**src/rtl/rfe_pkg.sv**
```systemverilog
package rfe_pkg;
    // ---------------------------------------------
    // Register byte addresses
    // ---------------------------------------------
    localparam logic [7:0] RFE_ADDR_BAUD_CFG = 8'h00;
    localparam logic [7:0] RFE_ADDR_F0_LOW   = 8'h04;
    localparam logic [7:0] RFE_ADDR_F0_HIGH  = 8'h08;
    localparam logic [7:0] RFE_ADDR_F1_LOW   = 8'h0C;
    localparam logic [7:0] RFE_ADDR_F1_HIGH  = 8'h10;
    localparam logic [7:0] RFE_ADDR_RF_CTRL  = 8'h14;
    localparam logic [7:0] RFE_ADDR_TX_CTRL  = 8'h18;
    localparam logic [7:0] RFE_ADDR_TX_STAT  = 8'h1C;
    // ---------------------------------------------
    // Field positions
    // ---------------------------------------------
    localparam int RFE_BAUD_LSB      = 6;
    localparam int RFE_BAND_BIT      = 7;
    localparam int RFE_XTAL_BIT      = 0;
    localparam int RFE_FSK_BIT       = 1;
    localparam int RFE_PINEN_BIT     = 2;
    localparam int RFE_GO_BIT        = 0;
    localparam int RFE_FRAC_W        = 13;
    // ---------------------------------------------
    // Reset values and constants
    // ---------------------------------------------
    localparam logic [7:0] RFE_RST_REG   = 8'h00;
    localparam logic [7:0] RFE_N_LOW     = 8'h1A;
    localparam logic [7:0] RFE_N_HIGH    = 8'h24;
    localparam logic [7:0] RFE_RAM_BASE  = 8'h80;
    localparam logic [7:0] RFE_LEN_RST   = 8'h00;
    localparam int RFE_SETTLE_CYC        = 16;
    localparam logic [7:0] RFE_SETTLE_CNT = 8'(RFE_SETTLE_CYC);
    // Divider: half-symbol ticks; PWM counts thirds of a bit
    localparam logic [3:0] RFE_DIV_MS_00 = 4'h2;
    localparam logic [3:0] RFE_DIV_MS_01 = 4'h8;
    localparam logic [3:0] RFE_DIV_MS_10 = 4'h4;
    localparam logic [3:0] RFE_DIV_MS_11 = 4'h1;
    localparam logic [3:0] RFE_DIV_PW_00 = 4'h2;
    localparam logic [3:0] RFE_DIV_PW_01 = 4'h8;
    localparam logic [3:0] RFE_DIV_PW_10 = 4'h4;
    localparam logic [3:0] RFE_DIV_PW_11 = 4'h1;

    typedef enum logic [2:0] {
        RFE_FMT_MARKSPACE = 3'b001,
        RFE_FMT_MANCH     = 3'b000,
        RFE_FMT_PWM       = 3'b010,
        RFE_FMT_BIPH0     = 3'b100,
        RFE_FMT_BIPH1     = 3'b110,
        RFE_FMT_DBIPH0    = 3'b101,
        RFE_FMT_DBIPH1    = 3'b111
    } rfe_fmt_t;

    typedef enum logic [2:0] {
        RFE_ST_IDLE   = 3'b000,
        RFE_ST_SETTLE = 3'b001,
        RFE_ST_FETCH  = 3'b010,
        RFE_ST_LOAD   = 3'b011,
        RFE_ST_SHIFT  = 3'b100,
        RFE_ST_DONE   = 3'b101
    } rfe_state_t;
endpackage

```
**src/rtl/rfe_tx_encoder.sv**
```systemverilog
// Operation
// - Serialise payload bytes in selected line format
// - Three config bits pick seven formats
// - Baud bits set Manchester/MarkSpace rate
// - Baud bits set PWM rate
// - Frequency word 0 sets ASK carrier
// - FSK data picks word 0 or 1
// - Band bit selects N of 26 or 36
// - Modulator stream follows serial data level in FSK, held low in ASK
// - ASK amplifier keys with serial data
// - FSK amplifier on after PLL settled
// - Lock loss mutes amplifier, raises alarm
// - Crystal select between 24 and 26 MHz
// - Controller reads RAM bytes without CPU
// - Controller powers PLL, oscillator, encoder
// - Serial stream also on pin 2
//
// Implementation choices: the placing of the registers and the APB slave port.
`timescale 1ns/1ps
module rfe_tx_encoder (
    // Clock and reset
    input  wire logic        pclk,
    input  wire logic        presetn,
    // APB slave
    input  wire logic        psel,
    input  wire logic        penable,
    input  wire logic        pwrite,
    input  wire logic [7:0]  paddr,
    input  wire logic [31:0] pwdata,
    output logic      [31:0] prdata,
    output logic             pready,
    output logic             pslverr,
    // Payload RAM port
    output logic      [7:0]  ram_addr,
    output logic             ram_rd,
    input  wire logic [7:0]  ram_rdata,
    // PLL and amplifier
    input  wire logic        pll_lock,
    output logic             pll_en,
    output logic             xtal_en,
    output logic             xtal_26m_sel,
    output logic      [7:0]  pll_n,
    output logic      [12:0] pll_frac,
    output logic             sd_data,
    output logic             pa_en,
    output logic             lock_alarm,
    // CPU and pin
    output logic             cpu_halt,
    output logic             gpio2_data,
    output logic             gpio2_oe_n
);
    import rfe_pkg::*;

    // ---------------------------------------------
    // Registers
    // ---------------------------------------------
    logic [7:0] cfg_q, cfg_d, f0l_q, f0l_d, f0h_q, f0h_d;
    logic [7:0] f1l_q, f1l_d, f1h_q, f1h_d, rfc_q, rfc_d;
    logic [7:0] len_q, len_d;
    logic       alarm_q, alarm_d;
    rfe_state_t st_q, st_d;
    logic [7:0] cnt_q, cnt_d, ptr_q, ptr_d, byte_q, byte_d;
    logic [2:0] bit_q, bit_d;
    logic [1:0] ph_q, ph_d;
    logic [3:0] div_q, div_d, div_max;
    logic       ser_q, ser_d, lvl_q, lvl_d, enc_q, enc_d;
    logic       lk1_q, lk2_q;
    logic       wr, rd, go, tick, fsk, cur_bit, last_ph;
    rfe_fmt_t   fmt;

    assign wr = psel && penable && pwrite;
    assign rd = psel && penable && !pwrite;
    assign go = wr && (paddr == RFE_ADDR_TX_CTRL) && pwdata[RFE_GO_BIT] && st_q == RFE_ST_IDLE;
    assign fmt = rfe_fmt_t'(cfg_q[2:0]);
    assign fsk = rfc_q[RFE_FSK_BIT];
    assign cur_bit = byte_q[3'd7 - bit_q];
    assign pready = 1'b1;

    // ---------------------------------------------
    // Lock synchroniser
    // ---------------------------------------------
    always_ff @(posedge pclk or negedge presetn) begin
        if (!presetn) begin
            lk1_q <= 1'b0;
            lk2_q <= 1'b0;
        end else begin
            lk1_q <= pll_lock;
            lk2_q <= lk1_q;
        end
    end

    // ---------------------------------------------
    // Baud divider
    // ---------------------------------------------
    always_comb begin
        div_max = RFE_DIV_MS_00;
        if (fmt == RFE_FMT_PWM) begin
            case (cfg_q[RFE_BAUD_LSB+:2])
                2'b00:   div_max = RFE_DIV_PW_00;
                2'b01:   div_max = RFE_DIV_PW_01;
                2'b10:   div_max = RFE_DIV_PW_10;
                default: div_max = RFE_DIV_PW_11;
            endcase
        end else begin
            case (cfg_q[RFE_BAUD_LSB+:2])
                2'b00:   div_max = RFE_DIV_MS_00;
                2'b01:   div_max = RFE_DIV_MS_01;
                2'b10:   div_max = RFE_DIV_MS_10;
                default: div_max = RFE_DIV_MS_11;
            endcase
        end
        tick = (st_q == RFE_ST_SHIFT) && (div_q == div_max - 4'h1);
        div_d = (st_q != RFE_ST_SHIFT || tick) ? 4'h0 : div_q + 4'h1;
    end

    // ---------------------------------------------
    // Encoder and sequencer
    // ---------------------------------------------
    always_comb begin
        st_d = st_q;
        cnt_d = cnt_q;
        ptr_d = ptr_q;
        byte_d = byte_q;
        bit_d = bit_q;
        ph_d = ph_q;
        ser_d = ser_q;
        lvl_d = lvl_q;
        enc_d = enc_q;
        alarm_d = alarm_q;
        // Sticky alarm, write one clears, a set below wins
        if (wr && paddr == RFE_ADDR_TX_STAT && pwdata[0]) begin
            alarm_d = 1'b0;
        end
        last_ph = (fmt == RFE_FMT_PWM) ? (ph_q == 2'd2) : (ph_q == 2'd1);
        case (st_q)
            RFE_ST_IDLE: begin
                if (go) begin
                    st_d = RFE_ST_SETTLE;
                    cnt_d = RFE_SETTLE_CNT;
                    ptr_d = RFE_RAM_BASE;
                    lvl_d = 1'b0;
                end
            end
            RFE_ST_SETTLE: begin
                if (cnt_q != 8'h00) begin
                    cnt_d = cnt_q - 8'h01;
                end else if (lk2_q) begin
                    st_d = RFE_ST_FETCH;
                    enc_d = 1'b1;
                end
            end
            RFE_ST_FETCH: begin
                st_d = RFE_ST_LOAD;
            end
            RFE_ST_LOAD: begin
                byte_d = ram_rdata;
                ptr_d = ptr_q + 8'h01;
                bit_d = 3'd0;
                ph_d = 2'd0;
                st_d = RFE_ST_SHIFT;
            end
            RFE_ST_SHIFT: begin
                if (tick) begin
                    ph_d = last_ph ? 2'd0 : ph_q + 2'd1;
                    if (last_ph) begin
                        bit_d = bit_q + 3'd1;
                        if (bit_q == 3'd7) begin
                            st_d = (ptr_q == RFE_RAM_BASE + len_q) ? RFE_ST_DONE : RFE_ST_FETCH;
                        end
                    end
                end
                case (fmt)
                    RFE_FMT_MARKSPACE: ser_d = cur_bit;
                    RFE_FMT_MANCH:     ser_d = cur_bit ^ ph_q[0];
                    RFE_FMT_PWM:       ser_d = (ph_q == 2'd0) || (ph_q == 2'd1 && cur_bit);
                    RFE_FMT_BIPH0:     ser_d = lvl_q ^ (ph_q[0] & ~cur_bit);
                    RFE_FMT_BIPH1:     ser_d = lvl_q ^ (ph_q[0] & cur_bit);
                    RFE_FMT_DBIPH0, RFE_FMT_DBIPH1: ser_d = lvl_q ^ ph_q[0];
                    default:           ser_d = cur_bit;
                endcase
                if (tick && last_ph) begin
                    case (fmt)
                        RFE_FMT_BIPH0:  lvl_d = ~(lvl_q ^ ~cur_bit);
                        RFE_FMT_BIPH1:  lvl_d = ~(lvl_q ^ cur_bit);
                        RFE_FMT_DBIPH0: lvl_d = lvl_q ^ cur_bit;
                        RFE_FMT_DBIPH1: lvl_d = lvl_q ^ ~cur_bit;
                        default:        lvl_d = lvl_q;
                    endcase
                end
                if (!lk2_q) begin
                    alarm_d = 1'b1;
                    enc_d = 1'b0;
                    st_d = RFE_ST_DONE;
                end
            end
            default: begin
                st_d = RFE_ST_IDLE;
                enc_d = 1'b0;
                ser_d = 1'b0;
            end
        endcase
    end

    // ---------------------------------------------
    // Register writes
    // ---------------------------------------------
    always_comb begin
        cfg_d = cfg_q;
        f0l_d = f0l_q;
        f0h_d = f0h_q;
        f1l_d = f1l_q;
        f1h_d = f1h_q;
        rfc_d = rfc_q;
        len_d = len_q;
        if (wr) begin
            if (paddr == RFE_ADDR_BAUD_CFG) begin
                cfg_d = pwdata[7:0];
            end else if (paddr == RFE_ADDR_F0_LOW) begin
                f0l_d = pwdata[7:0];
            end else if (paddr == RFE_ADDR_F0_HIGH) begin
                f0h_d = pwdata[7:0];
            end else if (paddr == RFE_ADDR_F1_LOW) begin
                f1l_d = pwdata[7:0];
            end else if (paddr == RFE_ADDR_F1_HIGH) begin
                f1h_d = pwdata[7:0];
            end else if (paddr == RFE_ADDR_RF_CTRL) begin
                rfc_d = pwdata[7:0];
            end else if (paddr == RFE_ADDR_TX_CTRL && st_q == RFE_ST_IDLE) begin
                len_d = pwdata[15:8];
            end
        end
    end

    always_ff @(posedge pclk or negedge presetn) begin
        if (!presetn) begin
            cfg_q <= RFE_RST_REG;
            f0l_q <= RFE_RST_REG;
            f0h_q <= RFE_RST_REG;
            f1l_q <= RFE_RST_REG;
            f1h_q <= RFE_RST_REG;
            rfc_q <= RFE_RST_REG;
            len_q <= RFE_LEN_RST;
            alarm_q <= 1'b0;
            st_q <= RFE_ST_IDLE;
            cnt_q <= 8'h00;
            ptr_q <= RFE_RAM_BASE;
            byte_q <= 8'h00;
            bit_q <= 3'd0;
            ph_q <= 2'd0;
            div_q <= 4'h0;
            ser_q <= 1'b0;
            lvl_q <= 1'b0;
            enc_q <= 1'b0;
        end else begin
            cfg_q <= cfg_d;
            f0l_q <= f0l_d;
            f0h_q <= f0h_d;
            f1l_q <= f1l_d;
            f1h_q <= f1h_d;
            rfc_q <= rfc_d;
            len_q <= len_d;
            alarm_q <= alarm_d;
            st_q <= st_d;
            cnt_q <= cnt_d;
            ptr_q <= ptr_d;
            byte_q <= byte_d;
            bit_q <= bit_d;
            ph_q <= ph_d;
            div_q <= div_d;
            ser_q <= ser_d;
            lvl_q <= lvl_d;
            enc_q <= enc_d;
        end
    end

    // ---------------------------------------------
    // Read mux and outputs
    // ---------------------------------------------
    always_comb begin
        prdata = 32'h0000_0000;
        pslverr = 1'b0;
        if (rd) begin
            if (paddr == RFE_ADDR_BAUD_CFG) begin
                prdata[7:0] = cfg_q;
            end else if (paddr == RFE_ADDR_F0_LOW) begin
                prdata[7:0] = f0l_q;
            end else if (paddr == RFE_ADDR_F0_HIGH) begin
                prdata[7:0] = f0h_q;
            end else if (paddr == RFE_ADDR_F1_LOW) begin
                prdata[7:0] = f1l_q;
            end else if (paddr == RFE_ADDR_F1_HIGH) begin
                prdata[7:0] = f1h_q;
            end else if (paddr == RFE_ADDR_RF_CTRL) begin
                prdata[7:0] = rfc_q;
            end else if (paddr == RFE_ADDR_TX_CTRL) begin
                prdata[15:8] = len_q;
            end else if (paddr == RFE_ADDR_TX_STAT) begin
                prdata[2:0] = {lk2_q, st_q != RFE_ST_IDLE, alarm_q};
            end else begin
                pslverr = 1'b1;
            end
        end
    end

    assign ram_addr = ptr_q;
    assign ram_rd = (st_q == RFE_ST_FETCH);
    assign cpu_halt = (st_q != RFE_ST_IDLE);
    assign pll_en = (st_q != RFE_ST_IDLE);
    assign xtal_en = pll_en;
    assign xtal_26m_sel = rfc_q[RFE_XTAL_BIT];
    assign pll_n = rfc_q[RFE_BAND_BIT] ? RFE_N_HIGH : RFE_N_LOW;
    assign pll_frac = (fsk && ser_q) ? {f1h_q[4:0], f1l_q} : {f0h_q[4:0], f0l_q};
    assign sd_data = fsk ? ser_q : 1'b0;
    assign pa_en = enc_q && lk2_q && (fsk || ser_q);
    assign lock_alarm = alarm_q;
    assign gpio2_data = ser_q;
    assign gpio2_oe_n = !(rfc_q[RFE_PINEN_BIT] && enc_q);
endmodule

```
**config.mk**
```make
export PLATFORM = sky130hd
export DESIGN_NAME = rfe_tx_encoder
export DESIGN_NICKNAME = d
export VERILOG_FILES = /design/src/rtl/rfe_pkg.sv /design/src/rtl/rfe_tx_encoder.sv
export SDC_FILE = /design/constraint.sdc
export NUM_CORES = 1
export LEC_CHECK = 0
export BUFFER_PORTS_ARGS = -buffer_cell sky130_fd_sc_hd__buf_2
export CAP_MARGIN = 20
export CORE_AREA = 2 2 150 116
export DETAILED_ROUTE_END_ITERATION = 6
export DIE_AREA = 0 0 152 118
export PLACE_DENSITY = 0.67
export SKIP_CTS_REPAIR_TIMING = 1
export SYNTH_ARGS = -nofsm -noshare
export SYNTH_HDL_FRONTEND = slang
export SYNTH_SLANG_ARGS = --single-unit
```
**constraint.sdc**
```tcl
create_clock -name pclk -period 3.2 [get_ports pclk]
set_clock_uncertainty 0.1 [all_clocks]
set_input_delay 0.48 -clock pclk [delete_from_list [all_inputs] [get_ports pclk]]
set_output_delay 0.48 -clock pclk [all_outputs]
set_load 0.05 [all_outputs]
```
# [After elaboration in Yosys (flattened, before gate mapping)]
# Cells that the tools add are included.
[word_totals] wordCells=199 in_bits=54 regBits=98 output_inout_bits=73
[op_classes] add_sub_neg=8 mux=67 eq_ne=36 magnitude_cmp=1 n_reduce_logical=49 bitwise=18
[ops] cell="8-bit 2-to-1 mux" n=15
[ops] cell="3-bit 2-to-1 mux" n=13
[ops] cell="8-bit by 5-bit equality test with 1-bit output, second input constant" n=4
[ops] cell="8-bit case mux with 2 select lines" n=2
[ops] cell="1-bit 2-to-1 mux" n=20
[ops] cell="3-bit equality test, second input constant" n=6
[ops] cell="8-bit by 4-bit equality test with 1-bit output, second input constant" n=2
[ops] cell="1-bit logical AND" n=16
[ops] cell="16-bit 2-to-1 mux" n=1
[ops] cell="3-bit case mux with 5 select lines" n=1
[ops] cell="2-bit != test, second input constant" n=7
[ops] cell="13-bit 2-to-1 mux" n=1
[ops] cell="4-bit case mux with 3 select lines" n=1
[ops] cell="4-bit AND reduction" n=3
[ops] cell="6-bit AND reduction" n=2
[ops] cell="1-bit inverter" n=10
[ops] cell="3-bit by 2-bit equality test with 1-bit output, second input constant" n=3
[ops] cell="3-bit != test, second input constant" n=3
[ops] cell="3-bit AND reduction" n=3
[ops] cell="8-bit by 1-bit adder with 8-bit output, second input constant" n=1
[ops] cell="8-bit adder, first input constant" n=1
[ops] cell="8-bit by 3-bit equality test with 1-bit output, second input constant" n=1
[ops] cell="8-bit equality test" n=1
[ops] cell="8-bit zero test" n=1
[ops] cell="other kinds (41)" n=61

# [Depth between registers and ports, before layout]
[logic_depth] word_depth=10 ltp_mapped=8 ltp_nobuf=7

# [Least setup slack after synthesis]
# Ideal clock, no wire load.
[synth_timing] kind="in2out" start="in paddr[1]" end="out prdata[7]" path_slack_ns=-0.418 required_ns=2.620 path_stages=6 n_path_buf=1 arrival_ns=3.038 path_cell_list="or4_4 or3_1 buf_6 nor3b_4 a21oi_1 a211oi_1"
[synth_via] elab_chain_cells=8 elab_cells_between_ends=13 cone_classes="eq/ne: 5; mux: 7; reduce/logical: 1"
[synth_lines] element="from (decl)" line="rfe_tx_encoder.sv:28" source="input wire logic [7:0] paddr,"
[synth_lines] element="8-bit by 5-bit equality test with 1-bit output" line="rfe_tx_encoder.sv:293" source="end else if (paddr == RFE_ADDR_RF_CTRL) begin"
[synth_lines] element="5-bit 2-to-1 mux" line="rfe_tx_encoder.sv:293"
[synth_lines] element="8-bit 2-to-1 mux" line="rfe_tx_encoder.sv:291" source="end else if (paddr == RFE_ADDR_F1_HIGH) begin"
[synth_lines] element="8-bit 2-to-1 mux" line="rfe_tx_encoder.sv:289" source="end else if (paddr == RFE_ADDR_F1_LOW) begin"
[synth_lines] element="8-bit 2-to-1 mux" line="rfe_tx_encoder.sv:287" source="end else if (paddr == RFE_ADDR_F0_HIGH) begin"
[synth_lines] element="8-bit 2-to-1 mux" line="rfe_tx_encoder.sv:285" source="end else if (paddr == RFE_ADDR_F0_LOW) begin"
[synth_lines] element="8-bit 2-to-1 mux *" line="rfe_tx_encoder.sv:283" source="if (paddr == RFE_ADDR_BAUD_CFG) begin"
[synth_lines] element="16-bit 2-to-1 mux *" line="rfe_tx_encoder.sv:282" source="if (rd) begin"
[synth_lines] element="to (decl)" line="rfe_tx_encoder.sv:30" source="output logic [31:0] prdata,"
# Every way passes the cells marked *; elsewhere a longest branch is shown, timed or not.

# [Worst setup path after layout]
[layout_timing] start="in paddr[1]" end="out prdata[0]"
[layout_via] elab_chain_cells=10 elab_cells_between_ends=17 cone_classes="eq/ne: 7; mux: 9; reduce/logical: 1"
[layout_lines] element="8-bit by 5-bit equality test with 1-bit output" line="rfe_tx_encoder.sv:297" source="end else if (paddr == RFE_ADDR_TX_STAT) begin"
[layout_lines] element="3-bit 2-to-1 mux" line="rfe_tx_encoder.sv:297"
[layout_lines] element="3-bit 2-to-1 mux" line="rfe_tx_encoder.sv:295" source="end else if (paddr == RFE_ADDR_TX_CTRL) begin"
[layout_lines] element="3-bit 2-to-1 mux" line="rfe_tx_encoder.sv:293"
[layout_lines] element="8-bit 2-to-1 mux" line="rfe_tx_encoder.sv:291"
[layout_lines] element="8-bit 2-to-1 mux" line="rfe_tx_encoder.sv:289"
[layout_lines] element="8-bit 2-to-1 mux" line="rfe_tx_encoder.sv:287"
[layout_lines] element="8-bit 2-to-1 mux" line="rfe_tx_encoder.sv:285"
[layout_lines] element="8-bit 2-to-1 mux *" line="rfe_tx_encoder.sv:283"
[layout_lines] element="16-bit 2-to-1 mux *" line="rfe_tx_encoder.sv:282"
# Marked as above.

==> flow_summary_export.csv <==
group,metric,value,unit
status,status,"finished clean",
job,maxCapViolCount,0,
critical_path,cp_max_fo,9,
floorplanning,dieHeight,118,um
critical_path,ff2ff_setup_slack,670,ps
pwr,ir_drop,0.000374,V
cells_and_area,fin_nets,701,
floorplanning,io_pins,127,
synthesis,synth_area,5670,sq um
critical_path,cp.arrival,2570,ps
synthesis,synth_edf_count,0,
synthesis,synth_common_cells,"97 x dfrtp_1, 60 x mux2_2, 57 x nand2_1, 26 x buf_4, 24 x nor2_1",
pwr,total_power,4.08,mW
synthesis,synth.distinct_cells,68,
cells_and_area,diodes,0,
cells_and_area,multi_input_area,2930,sq um
sta,setup_viol,0,
synthesis,synth_area_per_cell,10.4,sq um
detailed_routing,first_iter_violations,397,
grt,grt_overflow,0,
synthesis,async_flop_share,100,%
detailed_routing,num_vias,4324,
sta,fin_crit,3150,ps
synthesis,ys_seq_elements,98,
detailed_routing,vias_per_cell,5.06,
sta,fmax,317,MHz
cts,cts_made_buffers,9,
sta,slew_viol_final,0,
cts,clock_latency,360,ps
grt,grt_pass1_wl,22.2,mm
critical_path,cp-start-kind,"primary input",
floorplanning,dieArea,17900,sq um
hold_path,min_path_cells,1,
cts,clockRootBuffer,"clkbuf_16",
synthesis,syn_inst,546,
pwr,power_switching,1.58,mW
floorplanning,initial_core_util,34.4,%
hold_path,hold_class,"primary input to register",
sta,worstMarginPinSlew,770,ps
synthesis,synth_top_area_share,42.8,%
synthesis,ys_warn_count,0,
detailed_routing,drtAntennaViolNets,0,
cells_and_area,syn_to_final_growth,17.3,%
synthesis,seq_area_frac_synth,43.3,%
floorplanning,rows,41,
placement,gp_congestion,0.873,
pwr,pwr-share-comb,32.4,%
grt,grt_pass1_vias,4220,
critical_path,path_class,"primary input to primary output",
pwr,p_leak,3.30,nW
cts,cts_tree,"built",
floorplanning,die_w,152,um
sta,hold_violations,0,
sta,holdWs,137,ps
detailed_routing,wl_per_cell,15.8,um
pwr,swShare,38.7,%
cells_and_area,fillers,1608,
detailed_routing,route.detailed.drc,0,
grt,grt_max_degree,68,
detailed_routing,first_pass_iters,5,
cts,cts_sinks,98,
pwr,seqPwrFrac,41.0,%
critical_path,cp.required,2620,ps
cts,clk_path_buf_depth,2,
cells_and_area,seqCellArea,2450,sq um
cts,cts-htree-levels,3,
synthesis,netlist_top_cells_area,"dfrtp_1 43%, mux2_2 12%, nand2_1 3.8%",
cells_and_area,final_design_area_no_fill,6650,sq um
placement,hpwl,9.88,mm
pwr,p_int,2.51,mW
synthesis,yosys.area.top_type,"dfrtp_1",
critical_path,critPathCaptureType,"primary output",
sta,slew-limit-headroom,48.6,%
grt,grt_antenna_before_repair,0,
synthesis,synth_flop_cell,"dfrtp_1",
placement,io_buffers,90,
synthesis,yosysMostFrequentCell,"dfrtp_1",
pwr,pwr_density_cell,614,nW/um^2
sta,rsz0062_at_grt,"yes",
floorplanning,core-area,16500,sq um
pwr,pwr-share-clk,26.6,%
cts,path_clk_slew,60,ps
placement,dpl_cell_area,6340,sq um
cells_and_area,layout-drive-gt1-share,33.0,%
detailed_routing,totalWireLength,13.5,mm
sta,fin_crit_sh,98.5,%
critical_path,reg2regPathDepth,5,
grt,grt.total_usage,15.4,%
through the flow:
stage               setup WS, ps  std cells  setup TNS, ps  util (%)
floorplan                  -5.61        564          -11.2         -
global placement            82.8        838              0      38.5
detailed placement          75.5        838              0      38.5
CTS                         71.2        854              0      40.3
global route               -1.58        855          -1.58      40.4
finish                      46.4        855              0      40.4
final cells by class:
class / instances / share of cell area, %
well taps: 215 / 4.04
clock inverters: 3 / 0.320
flip-flops and latches: 98 / 36.9
repair buffers: 110 / 9.29
clock buffers: 13 / 4.21
multi-input cells: 396 / 44.1
inverters: 20 / 1.13
cell usage in the layout, fill, tap and decap left out, types with 3 or more instances in the layout:
cell | synthesis | final
ha_1 | 12 | 12
inv_1 | 20 | 20
a21oi_1 | 20 | 20
dfrtp_1 | 97 | 97
nor3_2 | 2 | 3
mux2_2 | 60 | 60
or3_1 | 5 | 5
o21ai_0 | 21 | 21
buf_4 | 26 | 19
a2bb2oi_1 | 7 | 7
nand3b_1 | 5 | 5
nor2b_1 | 6 | 6
buf_2 | 3 | 89
conb_1 | 2 | 20
clkbuf_8 | 0 | 4
mux2i_1 | 10 | 10
nor4_1 | 7 | 7
nand4_1 | 3 | 3
nor2_1 | 24 | 24
and2_1 | 12 | 12
o22ai_1 | 8 | 8
nor3_1 | 9 | 8
mux2_4 | 8 | 8
clkbuf_16 | 0 | 9
and4_1 | 4 | 4
xnor2_1 | 11 | 11
nand2_1 | 57 | 57
a211oi_1 | 5 | 3
and3_1 | 6 | 6
xor2_1 | 13 | 13
nand3_1 | 16 | 16
path summary, 6_finish.rpt:
kind                       startpoint           to
min reg2reg                     lk1_q        lk2_q
min                          pll_lock        lk1_q
max                          paddr[1]    prdata[0]
max reg2reg                  bit_q[0]   gpio2_data
max in group asynchronous     presetn  ram_addr[7]
min in group asynchronous     presetn     f0l_q[7]
cell families (layout without fill, tap and decap cells):
group	after synthesis	in the layout	synth area share, %
simple gates	174	174	17.0
compound gates	86	86	9.95
other cells	2	20	0.132
flops	98	98	43.3
buf+inv	70	146	6.55
xor+xnor	24	24	3.71
fa+ha+maj	12	12	2.65
mux	80	80	16.7
registers in the layout, summed over array words and instances (netlist names), 3 cells and up:
name,flops
byte_q,8
cfg_q,8
cnt_q,8
f0h_q,8
f0l_q,8
f1h_q,8
f1l_q,8
len_q,8
ram_addr,8
rfc_q,8
div_q,4
bit_q,3
st_q,3
layer usage:
layer,GRT usage [%],vias to the layer above,part of all wire [%]
met3,4.71,19,5.8
met4,4.73,0,1.9
met1,21.2,2125,48
met2,23.1,104,44
li1,-,2076,-
met5,0,-,0
power by group through the flow:
stage	logic [mW]	registers, mW	clock network (mW)
finish	1.32	1.67	1.09
global route	1.46	1.71	1.17
CTS	1.34	1.67	1.11
detailed placement	1.34	1.69	0
global placement	1.31	1.69	0
floorplan	0.912	1.80	0
worst max-delay path: stages:
cell and delay (ps):
buf_2 110, or4_4 540, or3_1 340, or3_1 520
o22ai_1 270, a211oi_2 80, buf_2 220
(Power assumes the default switching activity.)
